===== src/design/pbw_pkg.sv =====
// power button and wake manager: shared constants, map and types
// assumes a 25 MHz standby clock and an APB slave with 8-bit addresses
package pbw_pkg;

    // --------------------------------------------------------------
    // power states
    // --------------------------------------------------------------
    typedef enum logic [2:0] {
        ST_S0 = 3'b000,
        ST_S1 = 3'b001,
        ST_S3 = 3'b011,
        ST_S4 = 3'b100,
        ST_S5 = 3'b101
    } pbw_state_t;

    // --------------------------------------------------------------
    // timing
    // --------------------------------------------------------------
    localparam int unsigned CLK_HZ       = 25_000_000;
    localparam int unsigned LONG_PRESS_S = 4;
    localparam int unsigned LONG_CYC     = LONG_PRESS_S * CLK_HZ;
    localparam int unsigned DEB_MS       = 20;
    localparam int unsigned DEB_CYC      = DEB_MS * (CLK_HZ / 1000);

    // --------------------------------------------------------------
    // register map
    // --------------------------------------------------------------
    localparam logic [7:0] ADDR_CTRL  = 8'h00;
    localparam logic [7:0] ADDR_CMD   = 8'h04;
    localparam logic [7:0] ADDR_RMT   = 8'h08;
    localparam logic [7:0] ADDR_STATE = 8'h0C;
    localparam logic [7:0] ADDR_ISTAT = 8'h10;
    localparam logic [7:0] ADDR_IMASK = 8'h14;
    localparam logic [7:0] ADDR_FW    = 8'h18;
    localparam logic [7:0] ADDR_VFLT  = 8'h1C;
    localparam logic [7:0] ADDR_FAN   = 8'h20;
    localparam logic [7:0] ADDR_VLIM0 = 8'h24;
    localparam logic [7:0] ADDR_VLIMN = 8'h34;

    // --------------------------------------------------------------
    // fields and reset values
    // --------------------------------------------------------------
    localparam int CTRL_S5EN   = 0;
    localparam int CTRL_SLP    = 1;
    localparam int RMT_RESET   = 0;
    localparam int RMT_SHUT    = 1;
    localparam int RMT_CYCLE   = 2;
    localparam int RMT_UP      = 3;
    localparam int I_INTR      = 0;
    localparam int I_VOLT      = 1;
    localparam int I_PROG      = 2;
    localparam int I_ERR       = 3;
    localparam int I_WAKE      = 4;
    localparam int I_LONG      = 5;
    localparam int FW_ERR      = 8;
    localparam int ST_PEND     = 3;
    localparam int ST_PWR      = 4;
    localparam logic [2:0]  CTRL_RST  = 3'h2;
    localparam logic [5:0]  IMASK_RST = 6'h00;
    localparam logic [15:0] FAN_RST   = 16'hC040;
    localparam logic [15:0] VLIM_RST  = 16'hFF00;

    // wake inputs: lan, pme, rtc, pcie, modem, ps2, usb
    localparam logic [6:0] WAKE_DEEP  = 7'h0F;
    localparam logic [6:0] WAKE_S5    = 7'h0C;
    localparam logic [6:0] WAKE_GATED = 7'h03;

endpackage


===== src/design/pbw_press_if.sv =====
// press decisions handed from the switch timer to the sequencer
// both ends run on the standby clock
`timescale 1ns/1ps
interface pbw_press_if;
    logic short_p;
    logic long_p;
    modport src (output short_p, output long_p);
    modport dst (input short_p, input long_p);
endinterface


===== src/design/pbw_press.sv =====
// power switch debounce and press duration timer
// assumes the switch level is already synchronous to clk
`timescale 1ns/1ps
module pbw_press #(
    parameter int unsigned DEB_CYC  = pbw_pkg::DEB_CYC,
    parameter int unsigned LONG_CYC = pbw_pkg::LONG_CYC
) (
    // clock and reset
    input  wire logic   clk,
    input  wire logic   rst_b,
    // switch and decisions
    input  wire logic   pwr_btn_b,
    pbw_press_if.src    press
);

    logic [31:0] deb_cnt_q;
    logic [31:0] hold_cnt_q;
    logic        pressed_q;

    // --------------------------------------------------------------
    // debounce
    // --------------------------------------------------------------
    always_ff @(posedge clk or negedge rst_b) begin
        if (!rst_b) begin
            deb_cnt_q <= 32'h0;
            pressed_q <= 1'b0;
        end else if (pressed_q == pwr_btn_b) begin
            if (deb_cnt_q >= DEB_CYC - 1) begin
                deb_cnt_q <= 32'h0;
                pressed_q <= ~pwr_btn_b;
            end else begin
                deb_cnt_q <= deb_cnt_q + 32'h1;
            end
        end else begin
            deb_cnt_q <= 32'h0;
        end
    end

    // --------------------------------------------------------------
    // duration: long fires on crossing, short only at release
    // --------------------------------------------------------------
    always_ff @(posedge clk or negedge rst_b) begin
        if (!rst_b) begin
            hold_cnt_q    <= 32'h0;
            press.short_p <= 1'b0;
            press.long_p  <= 1'b0;
        end else begin
            press.long_p  <= pressed_q && hold_cnt_q == LONG_CYC - 1;
            press.short_p <= !pressed_q && hold_cnt_q != 32'h0
                             && hold_cnt_q < LONG_CYC;
            if (!pressed_q) begin
                hold_cnt_q <= 32'h0;
            end else if (hold_cnt_q < LONG_CYC) begin
                hold_cnt_q <= hold_cnt_q + 32'h1;
            end
        end
    end

endmodule


===== src/design/pbw_top.sv =====
// power button and wake manager: sequencer, monitors and APB registers
// assumes all inputs synchronous to clk; APB master per AMBA rules
`timescale 1ns/1ps
module pbw_top #(
    parameter int unsigned DEB_CYC  = pbw_pkg::DEB_CYC,
    parameter int unsigned LONG_CYC = pbw_pkg::LONG_CYC
) (
    // clock and reset
    input  wire logic             clk,
    input  wire logic             rst_b,
    // apb slave
    input  wire logic             psel,
    input  wire logic             penable,
    input  wire logic             pwrite,
    input  wire logic [7:0]       paddr,
    input  wire logic [31:0]      pwdata,
    output logic      [31:0]      prdata,
    output logic                  pready,
    output logic                  pslverr,
    // switch, wake and monitor inputs
    input  wire logic             pwr_btn_b,
    input  wire logic [6:0]       wake_req,
    input  wire logic             intrusion_closed,
    input  wire logic [4:0][7:0]  volt_rd,
    input  wire logic [2:0][7:0]  temp_rd,
    input  wire logic [7:0]       fw_prog,
    input  wire logic [5:0]       fw_err,
    // power control
    output pbw_pkg::pbw_state_t   pwr_state,
    output logic                  pwr_en,
    output logic                  cold_boot,
    output logic                  resume,
    output logic                  sys_rst,
    output logic      [2:0][7:0]  fan_duty,
    output logic                  irq
);

    pbw_press_if press ();

    pbw_pkg::pbw_state_t state_q, state_d;
    logic        cold_d, resume_d, rst_d, pend_q, pend_d;
    logic [2:0]  ctrl_q;
    logic [5:0]  istat_q, imask_q, ev;
    logic [13:0] fw_q;
    logic [4:0]  vflt_q;
    logic [15:0] fan_q;
    logic [15:0] vlim_q [5];
    logic [31:0] rdata_d;
    logic        hit_d, setup, wr, rd, cmd_go, rmt_go, wake_go, vsel, run;
    logic [7:0]  voff;

    pbw_press #(
        .DEB_CYC  (DEB_CYC),
        .LONG_CYC (LONG_CYC)
    ) u_press (
        .clk       (clk),
        .rst_b     (rst_b),
        .pwr_btn_b (pwr_btn_b),
        .press     (press)
    );

    // --------------------------------------------------------------
    // apb slave: no wait state; read data is registered in the setup cycle so it leaves a flop
    // --------------------------------------------------------------
    assign setup  = psel && !penable;
    assign wr     = psel && penable && pready && pwrite;
    assign rd     = psel && penable && pready && !pwrite;
    assign voff   = paddr - pbw_pkg::ADDR_VLIM0;
    assign vsel   = paddr >= pbw_pkg::ADDR_VLIM0
                    && paddr <= pbw_pkg::ADDR_VLIMN && paddr[1:0] == 2'h0;
    assign cmd_go = wr && paddr == pbw_pkg::ADDR_CMD;
    assign rmt_go = wr && paddr == pbw_pkg::ADDR_RMT && |pwdata[3:0];
    assign run    = state_q == pbw_pkg::ST_S0 || state_q == pbw_pkg::ST_S1;

    always_comb begin
        rdata_d = 32'h0;
        hit_d   = 1'b1;
        if (vsel) begin
            rdata_d[15:0] = vlim_q[voff[4:2]];
        end else begin
            case (paddr)
                pbw_pkg::ADDR_CTRL:  rdata_d[2:0] = ctrl_q;
                pbw_pkg::ADDR_CMD, pbw_pkg::ADDR_RMT: rdata_d = 32'h0;
                pbw_pkg::ADDR_STATE: rdata_d[4:0] = {run, pend_q, state_q};
                pbw_pkg::ADDR_ISTAT: rdata_d[5:0] = istat_q;
                pbw_pkg::ADDR_IMASK: rdata_d[5:0] = imask_q;
                pbw_pkg::ADDR_FW:    rdata_d[13:0] = fw_q;
                pbw_pkg::ADDR_VFLT:  rdata_d[4:0] = vflt_q;
                pbw_pkg::ADDR_FAN:   rdata_d[15:0] = fan_q;
                default:             hit_d = 1'b0;
            endcase
        end
    end

    always_ff @(posedge clk or negedge rst_b) begin
        if (!rst_b) begin
            pready  <= 1'b0;
            pslverr <= 1'b0;
            prdata  <= 32'h0;
        end else begin
            pready  <= setup;
            pslverr <= setup && !hit_d;
            if (setup) begin
                prdata <= rdata_d;
            end
        end
    end

    // --------------------------------------------------------------
    // writable configuration
    // --------------------------------------------------------------
    always_ff @(posedge clk or negedge rst_b) begin
        if (!rst_b) begin
            ctrl_q  <= pbw_pkg::CTRL_RST;
            imask_q <= pbw_pkg::IMASK_RST;
            fan_q   <= pbw_pkg::FAN_RST;
        end else if (wr) begin
            if (paddr == pbw_pkg::ADDR_CTRL) begin
                ctrl_q <= pwdata[2:0];
            end
            if (paddr == pbw_pkg::ADDR_IMASK) begin
                imask_q <= pwdata[5:0];
            end
            if (paddr == pbw_pkg::ADDR_FAN) begin
                fan_q <= pwdata[15:0];
            end
        end
    end

    // --------------------------------------------------------------
    // supply window and fan loops, one instance per channel
    // --------------------------------------------------------------
    genvar gi;
    generate
        for (gi = 0; gi < 5; gi++) begin : g_volt
            always_ff @(posedge clk or negedge rst_b) begin
                if (!rst_b) begin
                    vlim_q[gi] <= pbw_pkg::VLIM_RST;
                    vflt_q[gi] <= 1'b0;
                end else begin
                    if (wr && vsel && voff[4:2] == 3'(gi)) begin
                        vlim_q[gi] <= pwdata[15:0];
                    end
                    vflt_q[gi] <= volt_rd[gi] < vlim_q[gi][7:0]
                                  || volt_rd[gi] > vlim_q[gi][15:8];
                end
            end
        end
        for (gi = 0; gi < 3; gi++) begin : g_fan
            // fans stay off outside S0/S1 whatever the temperature
            always_ff @(posedge clk or negedge rst_b) begin
                if (!rst_b) begin
                    fan_duty[gi] <= 8'h00;
                end else if (!run || temp_rd[gi] < fan_q[7:0]) begin
                    fan_duty[gi] <= 8'h00;
                end else if (temp_rd[gi] >= fan_q[15:8]) begin
                    fan_duty[gi] <= 8'hFF;
                end else begin
                    fan_duty[gi] <= temp_rd[gi];
                end
            end
        end
    endgenerate

    // --------------------------------------------------------------
    // wake qualification per sleep state
    // --------------------------------------------------------------
    always_comb begin
        unique case (state_q)
            pbw_pkg::ST_S1, pbw_pkg::ST_S3: wake_go = |wake_req;
            pbw_pkg::ST_S4: wake_go = |(wake_req & pbw_pkg::WAKE_DEEP);
            pbw_pkg::ST_S5:
                wake_go = |(wake_req & pbw_pkg::WAKE_S5)
                          || (ctrl_q[pbw_pkg::CTRL_S5EN]
                          && |(wake_req & pbw_pkg::WAKE_GATED));
            default: wake_go = 1'b0;
        endcase
    end

    // --------------------------------------------------------------
    // sequencer: long press, remote, short press, wake, software
    // --------------------------------------------------------------
    always_comb begin
        state_d  = state_q;
        pend_d   = pend_q;
        rst_d    = 1'b0;
        if (press.long_p && state_q != pbw_pkg::ST_S5) begin
            state_d = pbw_pkg::ST_S5;
            pend_d  = 1'b0;
        end else if (rmt_go) begin
            if (pwdata[pbw_pkg::RMT_SHUT]) begin
                state_d = pbw_pkg::ST_S5;
            end else if (pwdata[pbw_pkg::RMT_CYCLE]) begin
                state_d = pbw_pkg::ST_S5;
                pend_d  = 1'b1;
            end else if (pwdata[pbw_pkg::RMT_UP]) begin
                state_d = pbw_pkg::ST_S0;
            end else begin
                rst_d = state_q == pbw_pkg::ST_S0;
            end
        end else if (pend_q && state_q == pbw_pkg::ST_S5) begin
            state_d = pbw_pkg::ST_S0;
            pend_d  = 1'b0;
        end else if (press.short_p) begin
            if (state_q != pbw_pkg::ST_S0) begin
                state_d = pbw_pkg::ST_S0;
            end else begin
                unique case (ctrl_q[2:1])
                    2'h0:    state_d = pbw_pkg::ST_S1;
                    2'h1:    state_d = pbw_pkg::ST_S3;
                    default: state_d = pbw_pkg::ST_S4;
                endcase
            end
        end else if (wake_go) begin
            state_d = pbw_pkg::ST_S0;
        end else if (cmd_go && state_q == pbw_pkg::ST_S0) begin
            unique case (pwdata[2:0])
                3'h1, 3'h3, 3'h4, 3'h5:
                    state_d = pbw_pkg::pbw_state_t'(pwdata[2:0]);
                default: state_d = state_q;
            endcase
        end
        cold_d   = state_d == pbw_pkg::ST_S0
                   && state_q == pbw_pkg::ST_S5;
        resume_d = state_d == pbw_pkg::ST_S0
                   && state_q != pbw_pkg::ST_S5
                   && state_q != pbw_pkg::ST_S0;
    end

    always_ff @(posedge clk or negedge rst_b) begin
        if (!rst_b) begin
            state_q   <= pbw_pkg::ST_S5;
            pend_q    <= 1'b0;
            cold_boot <= 1'b0;
            resume    <= 1'b0;
            sys_rst   <= 1'b0;
            pwr_state <= pbw_pkg::ST_S5;
            pwr_en    <= 1'b0;
        end else begin
            state_q   <= state_d;
            pend_q    <= pend_d;
            cold_boot <= cold_d;
            resume    <= resume_d;
            sys_rst   <= rst_d || cold_d;
            pwr_state <= state_d;
            pwr_en    <= state_d == pbw_pkg::ST_S0
                         || state_d == pbw_pkg::ST_S1;
        end
    end

    // --------------------------------------------------------------
    // events: set beats the read-clear, only bits read are cleared
    // --------------------------------------------------------------
    always_comb begin
        ev               = 6'h00;
        ev[pbw_pkg::I_INTR] = intrusion_closed;
        ev[pbw_pkg::I_VOLT] = |vflt_q;
        ev[pbw_pkg::I_PROG] = |fw_prog;
        ev[pbw_pkg::I_ERR]  = |fw_err;
        ev[pbw_pkg::I_WAKE] = wake_go;
        ev[pbw_pkg::I_LONG] = press.long_p;
    end

    always_ff @(posedge clk or negedge rst_b) begin
        if (!rst_b) begin
            istat_q <= 6'h00;
            fw_q    <= 14'h0000;
            irq     <= 1'b0;
        end else begin
            istat_q <= (istat_q & ~((rd && paddr == pbw_pkg::ADDR_ISTAT)
                       ? prdata[5:0] : 6'h00)) | ev;
            fw_q    <= (fw_q & ~((rd && paddr == pbw_pkg::ADDR_FW)
                       ? prdata[13:0] : 14'h0000))
                       | {fw_err, fw_prog};
            irq     <= |(istat_q & imask_q);
        end
    end
endmodule


===== config.mk =====
export PLATFORM = sky130hd
export DESIGN_NAME = pbw_top
export DESIGN_NICKNAME = d
export VERILOG_FILES = /design/src/design/pbw_pkg.sv /design/src/design/pbw_press_if.sv /design/src/design/pbw_press.sv /design/src/design/pbw_top.sv
export SDC_FILE = /design/constraint.sdc
export NUM_CORES = 1
export LEC_CHECK = 0
export BUFFER_PORTS_ARGS = -buffer_cell sky130_fd_sc_hd__buf_2
export CAP_MARGIN = 0
export CORE_AREA = 4 4 207 209
export CTS_CLUSTER_DIAMETER = 30
export DETAILED_ROUTE_END_ITERATION = 16
export DIE_AREA = 0 0 211 213
export HOLD_SLACK_MARGIN = 0.12
export SETUP_SLACK_MARGIN = 0.05
export SLEW_MARGIN = 0
export SYNTH_ARGS = -nofsm -noshare
export SYNTH_HDL_FRONTEND = slang
export SYNTH_SLANG_ARGS = --single-unit

===== constraint.sdc =====
create_clock -name clk -period 2.8 [get_ports clk]
set_input_delay 0.42 -clock clk [delete_from_list [all_inputs] [get_ports clk]]
set_output_delay 0.42 -clock clk [all_outputs]
set_load 0.1 [all_outputs]

==> results_dict.tcl <==
set metrics [dict create \
    fin_cells 2199 \
    synth-compound-area-share 0.1382 \
    n_fill_cell 3799 \
    r2r_end "u_press.deb_cnt_q[8]$_DFF_PN0_" \
    synthCells 1365 \
    min_period_ps 2418 \
    ys.flop_type "dfrtp_1" \
    drive_gt1_frac 0.2789 \
    seq_area_frac_synth 0.4395 \
    firstDrtPassIters 5 \
    setup_viol 0 \
    synth_simple_gate_area_share 0.1374 \
    io_buffers 165 \
    fp.dieW_um 211 \
    multiInputGateArea_um2 7332 \
    crit_slowest_cell "nand2_1" \
    start_kind "flip-flop" \
    holdWs_ps 141.0 \
    synth_area_um2 14250 \
    min_period_over_period 0.8636 \
    synth_top_family_by_area "compound AO/OA/AOI/OAI gates" \
    cpPeakStageDelay_ps 430 \
    peakVddDrop_v 0.0004659 \
    drv_cap 0 \
    rsz0062_at_grt "false" \
    critical_path.top_delay_family "simple AND/OR/NAND/NOR gates" \
    grt_max_degree 71 \
    wire_per_inst_um 19.06 \
    hp-start "temp_rd[1]" \
    synth_edf_count 0 \
    floorplan.initialDensity 0.3491 \
    ys_types 74 \
    critPathCapture "u_press.deb_cnt_q[8]$_DFF_PN0_" \
    endpoint_kind "flip-flop" \
    max_slew_margin 0.3538 \
    pin_count 198 \
    path_buf_inv 0 \
    r2r-start "u_press.deb_cnt_q[0]$_DFF_PN0_" \
    root_buffer "clkbuf_16" \
    clk_latency_ps 560 \
    syn_to_final_growth_pct 27.10 \
    p_leak_nw 8.293 \
    gp_congestion 0.8914 \
    hold_viol 0 \
    yosysWarnings 0 \
    hold_path_class "primary input to flip-flop" \
    die-area_um2 44940 \
    tritoncts "done" \
    timing.fmax_ghz 0.4135 \
    crit_cells 7 \
    synth_xor_area_frac 0.02581 \
    synth_seq_cells 248 \
    dp_hpwl_mm 31.78 \
    cts_buffer_depth 3 \
    grt_first_pass_wirelength_mm 65.29 \
    finalMaxSlewViolations 0 \
    seqCellArea_um2 6264 \
    crit_chain "ha_1 -> and4_1 -> o41ai_1 -> nand3_1 -> a21oi_1 -> nand2_1 -> nor2_1" \
    worstMarginPinSlew_ps 968.3 \
    synthAdderAreaFrac 0.1150 \
    cts_num_sinks 248 \
    hold_buffers 26 \
    coreArea_um2 40830 \
    crit_start "u_press.deb_cnt_q[0]$_DFF_PN0_" \
    grt_overflow 0 \
    post_drt_via_cell_ratio 5.209 \
    ff2ff_path_depth 7 \
    place_inst 2064 \
    skew_ps 16.13 \
    finalNetCount 1878 \
    yosysTopAreaCell "dfrtp_1" \
    cts_resized 0 \
    status "completed" \
    avgSynthCellArea_um2 10.44 \
    fin_setup_tns_ps 0 \
    via_count 11460 \
    die_h_um 213 \
    grt_usage 0.1844 \
    drt_iter0_markers 875 \
    synth_top_area_share 0.3547 \
    antenna_found_initial 14 \
    path_class "flip-flop to flip-flop" \
    clkTransAtPathRegs_ps 40 \
    wl_mm 41.91 \
    cts_setup_buffers 0 \
    powerDensity_nw_per_um2 722.4 \
    first_global_vias 11660 \
    crit_fanout 18 \
    synth_area_leaders "dfrtp_1, ha_1, dfstp_2" \
    rows 74 \
    drc 0 \
    antenna_left 0 \
    synth-async-reset-ratio 1.000 \
    cp.arrival_ps 2890 \
    numCtsBuffers 55 \
    worstPathRequired_ps 3280 \
    synthMuxAreaShare 0.08893 \
    r2r_setup_slack_ps 380 \
    cts_htree_levels 2 \
]
[kinds of logic after synthesis]
kind of cell / count (synthesis)
muxes: 104
xor gates and xnor gates: 42
other: 1
adders and majority gates: 131
buffers and inverters: 184
and+or+nand+nor: 368
AOI/OAI and AO/OA: 287
DFF: 248
[cell type report]
| class | instances | share of cell area |
|---|---|---|
| multi-input cells | 961 | 0.4048 |
| clock buffers | 70 | 0.08406 |
| flip-flops and latches | 248 | 0.3458 |
| clock inverters | 32 | 0.02576 |
| inverters | 126 | 0.02611 |
| repair buffers | 223 | 0.07584 |
| diodes | 7 | 0.0009670 |
| well taps | 532 | 0.03675 |
[layer usage]
layer / wire (µm) / share of wire / global-route usage
met4: 1099 / 0.026 / 0.05969
met2: 19610 / 0.47 / 0.3015
met3: 3164 / 0.075 / 0.05245
met5: 81 / 0.0019 / 0
met1: 17950 / 0.43 / 0.2374
[registers in the layout (all words and copies together), names as in the netlist, 3 cells and up]
register	cells
imask_q	6
state_q	3
ctrl_q	3
fan_duty	24
fw_q	14
vflt_q	5
fan_q	16
istat_q	6
prdata	16
vlim_q	80
u_press.hold_cnt_q	32
u_press.deb_cnt_q	32
[report_power, final]
group          internal (mW)  switching, mW
Combinational          0.496           1.91
Clock                   4.74           2.04
Sequential              3.79          0.108
[cell usage after synthesis, drive strengths merged (12+ instances only)]
master / n
o21ai: 56
nor4: 28
dfstp: 46
a21o: 52
dfrtp: 202
o31ai: 14
mux2i: 13
a21oi: 54
nand4: 16
mux2: 81
xnor2: 28
nor3: 23
a22oi: 14
nand2b: 12
clkbuf: 31
xor2: 14
nand2: 105
nor2: 82
ha: 131
a31oi: 14
nand3: 47
buf: 27
inv: 125
a221oi: 23
[how the worst min path moves through the flow]
stage	end	slack, ps	depth (start not counted)
finish	fan_duty[1]$_DFF_PN0_	140	3
global route	fan_duty[19]$_DFF_PN0_	120	3
CTS	fan_duty[19]$_DFF_PN0_	120	3
detailed placement	vlim_q[20]$_DFFE_PN0P_	380	1
global placement	prdata[12]$_DFFE_PN0P_	380	1
floorplan	cold_boot$_DFF_PN0_	120	0
[metrics by stage]
| step | area, µm² | setup slack, ps | total power, mW | utilization |
|---|---|---|---|---|
| 6_report | 18110 | 381.8 | 13.09 | 0.4436 |
| 5_1_grt | 18110 | 75.37 | 13.56 | 0.4436 |
| 4_1_cts | 18100 | 348.1 | 13.19 | 0.4432 |
| 3_5_place_dp | 15850 | 108.3 | 6.325 | 0.3881 |
| 3_3_place_gp | 15850 | 130.9 | 6.301 | 0.3881 |
| 2_1_floorplan | 14370 | 98.60 | 5.707 | - |
[worst reg2reg max path, stage by stage (launching register included)]
cell and delay [ps]:
dfrtp_1 400, ha_1 260, and4_1 250, o41ai_1 350
nand3_1 140, a21oi_1 280, nand2_1 430, nor2_1 220
[placed cells by master (no fill, tap or decap), drive strengths merged, types with 12 or more instances in the layout]
cell and count:
nor4 28, o21ai 56, nand2 105, nand2b 12, mux2 81, dlygate4sd3 26
dfstp 46, a31oi 14, dfrtp 202, inv 127, xnor2 28, nand3 47
nor2 82, nand4 16, nor3 23, clkinv 15, a21o 52, a221oi 23
ha 131, a21oi 54, conb 29, a22oi 14, xor2 14, o31ai 14
buf 197, clkbuf 70, mux2i 13
Power figures use the tool's default switching activity.
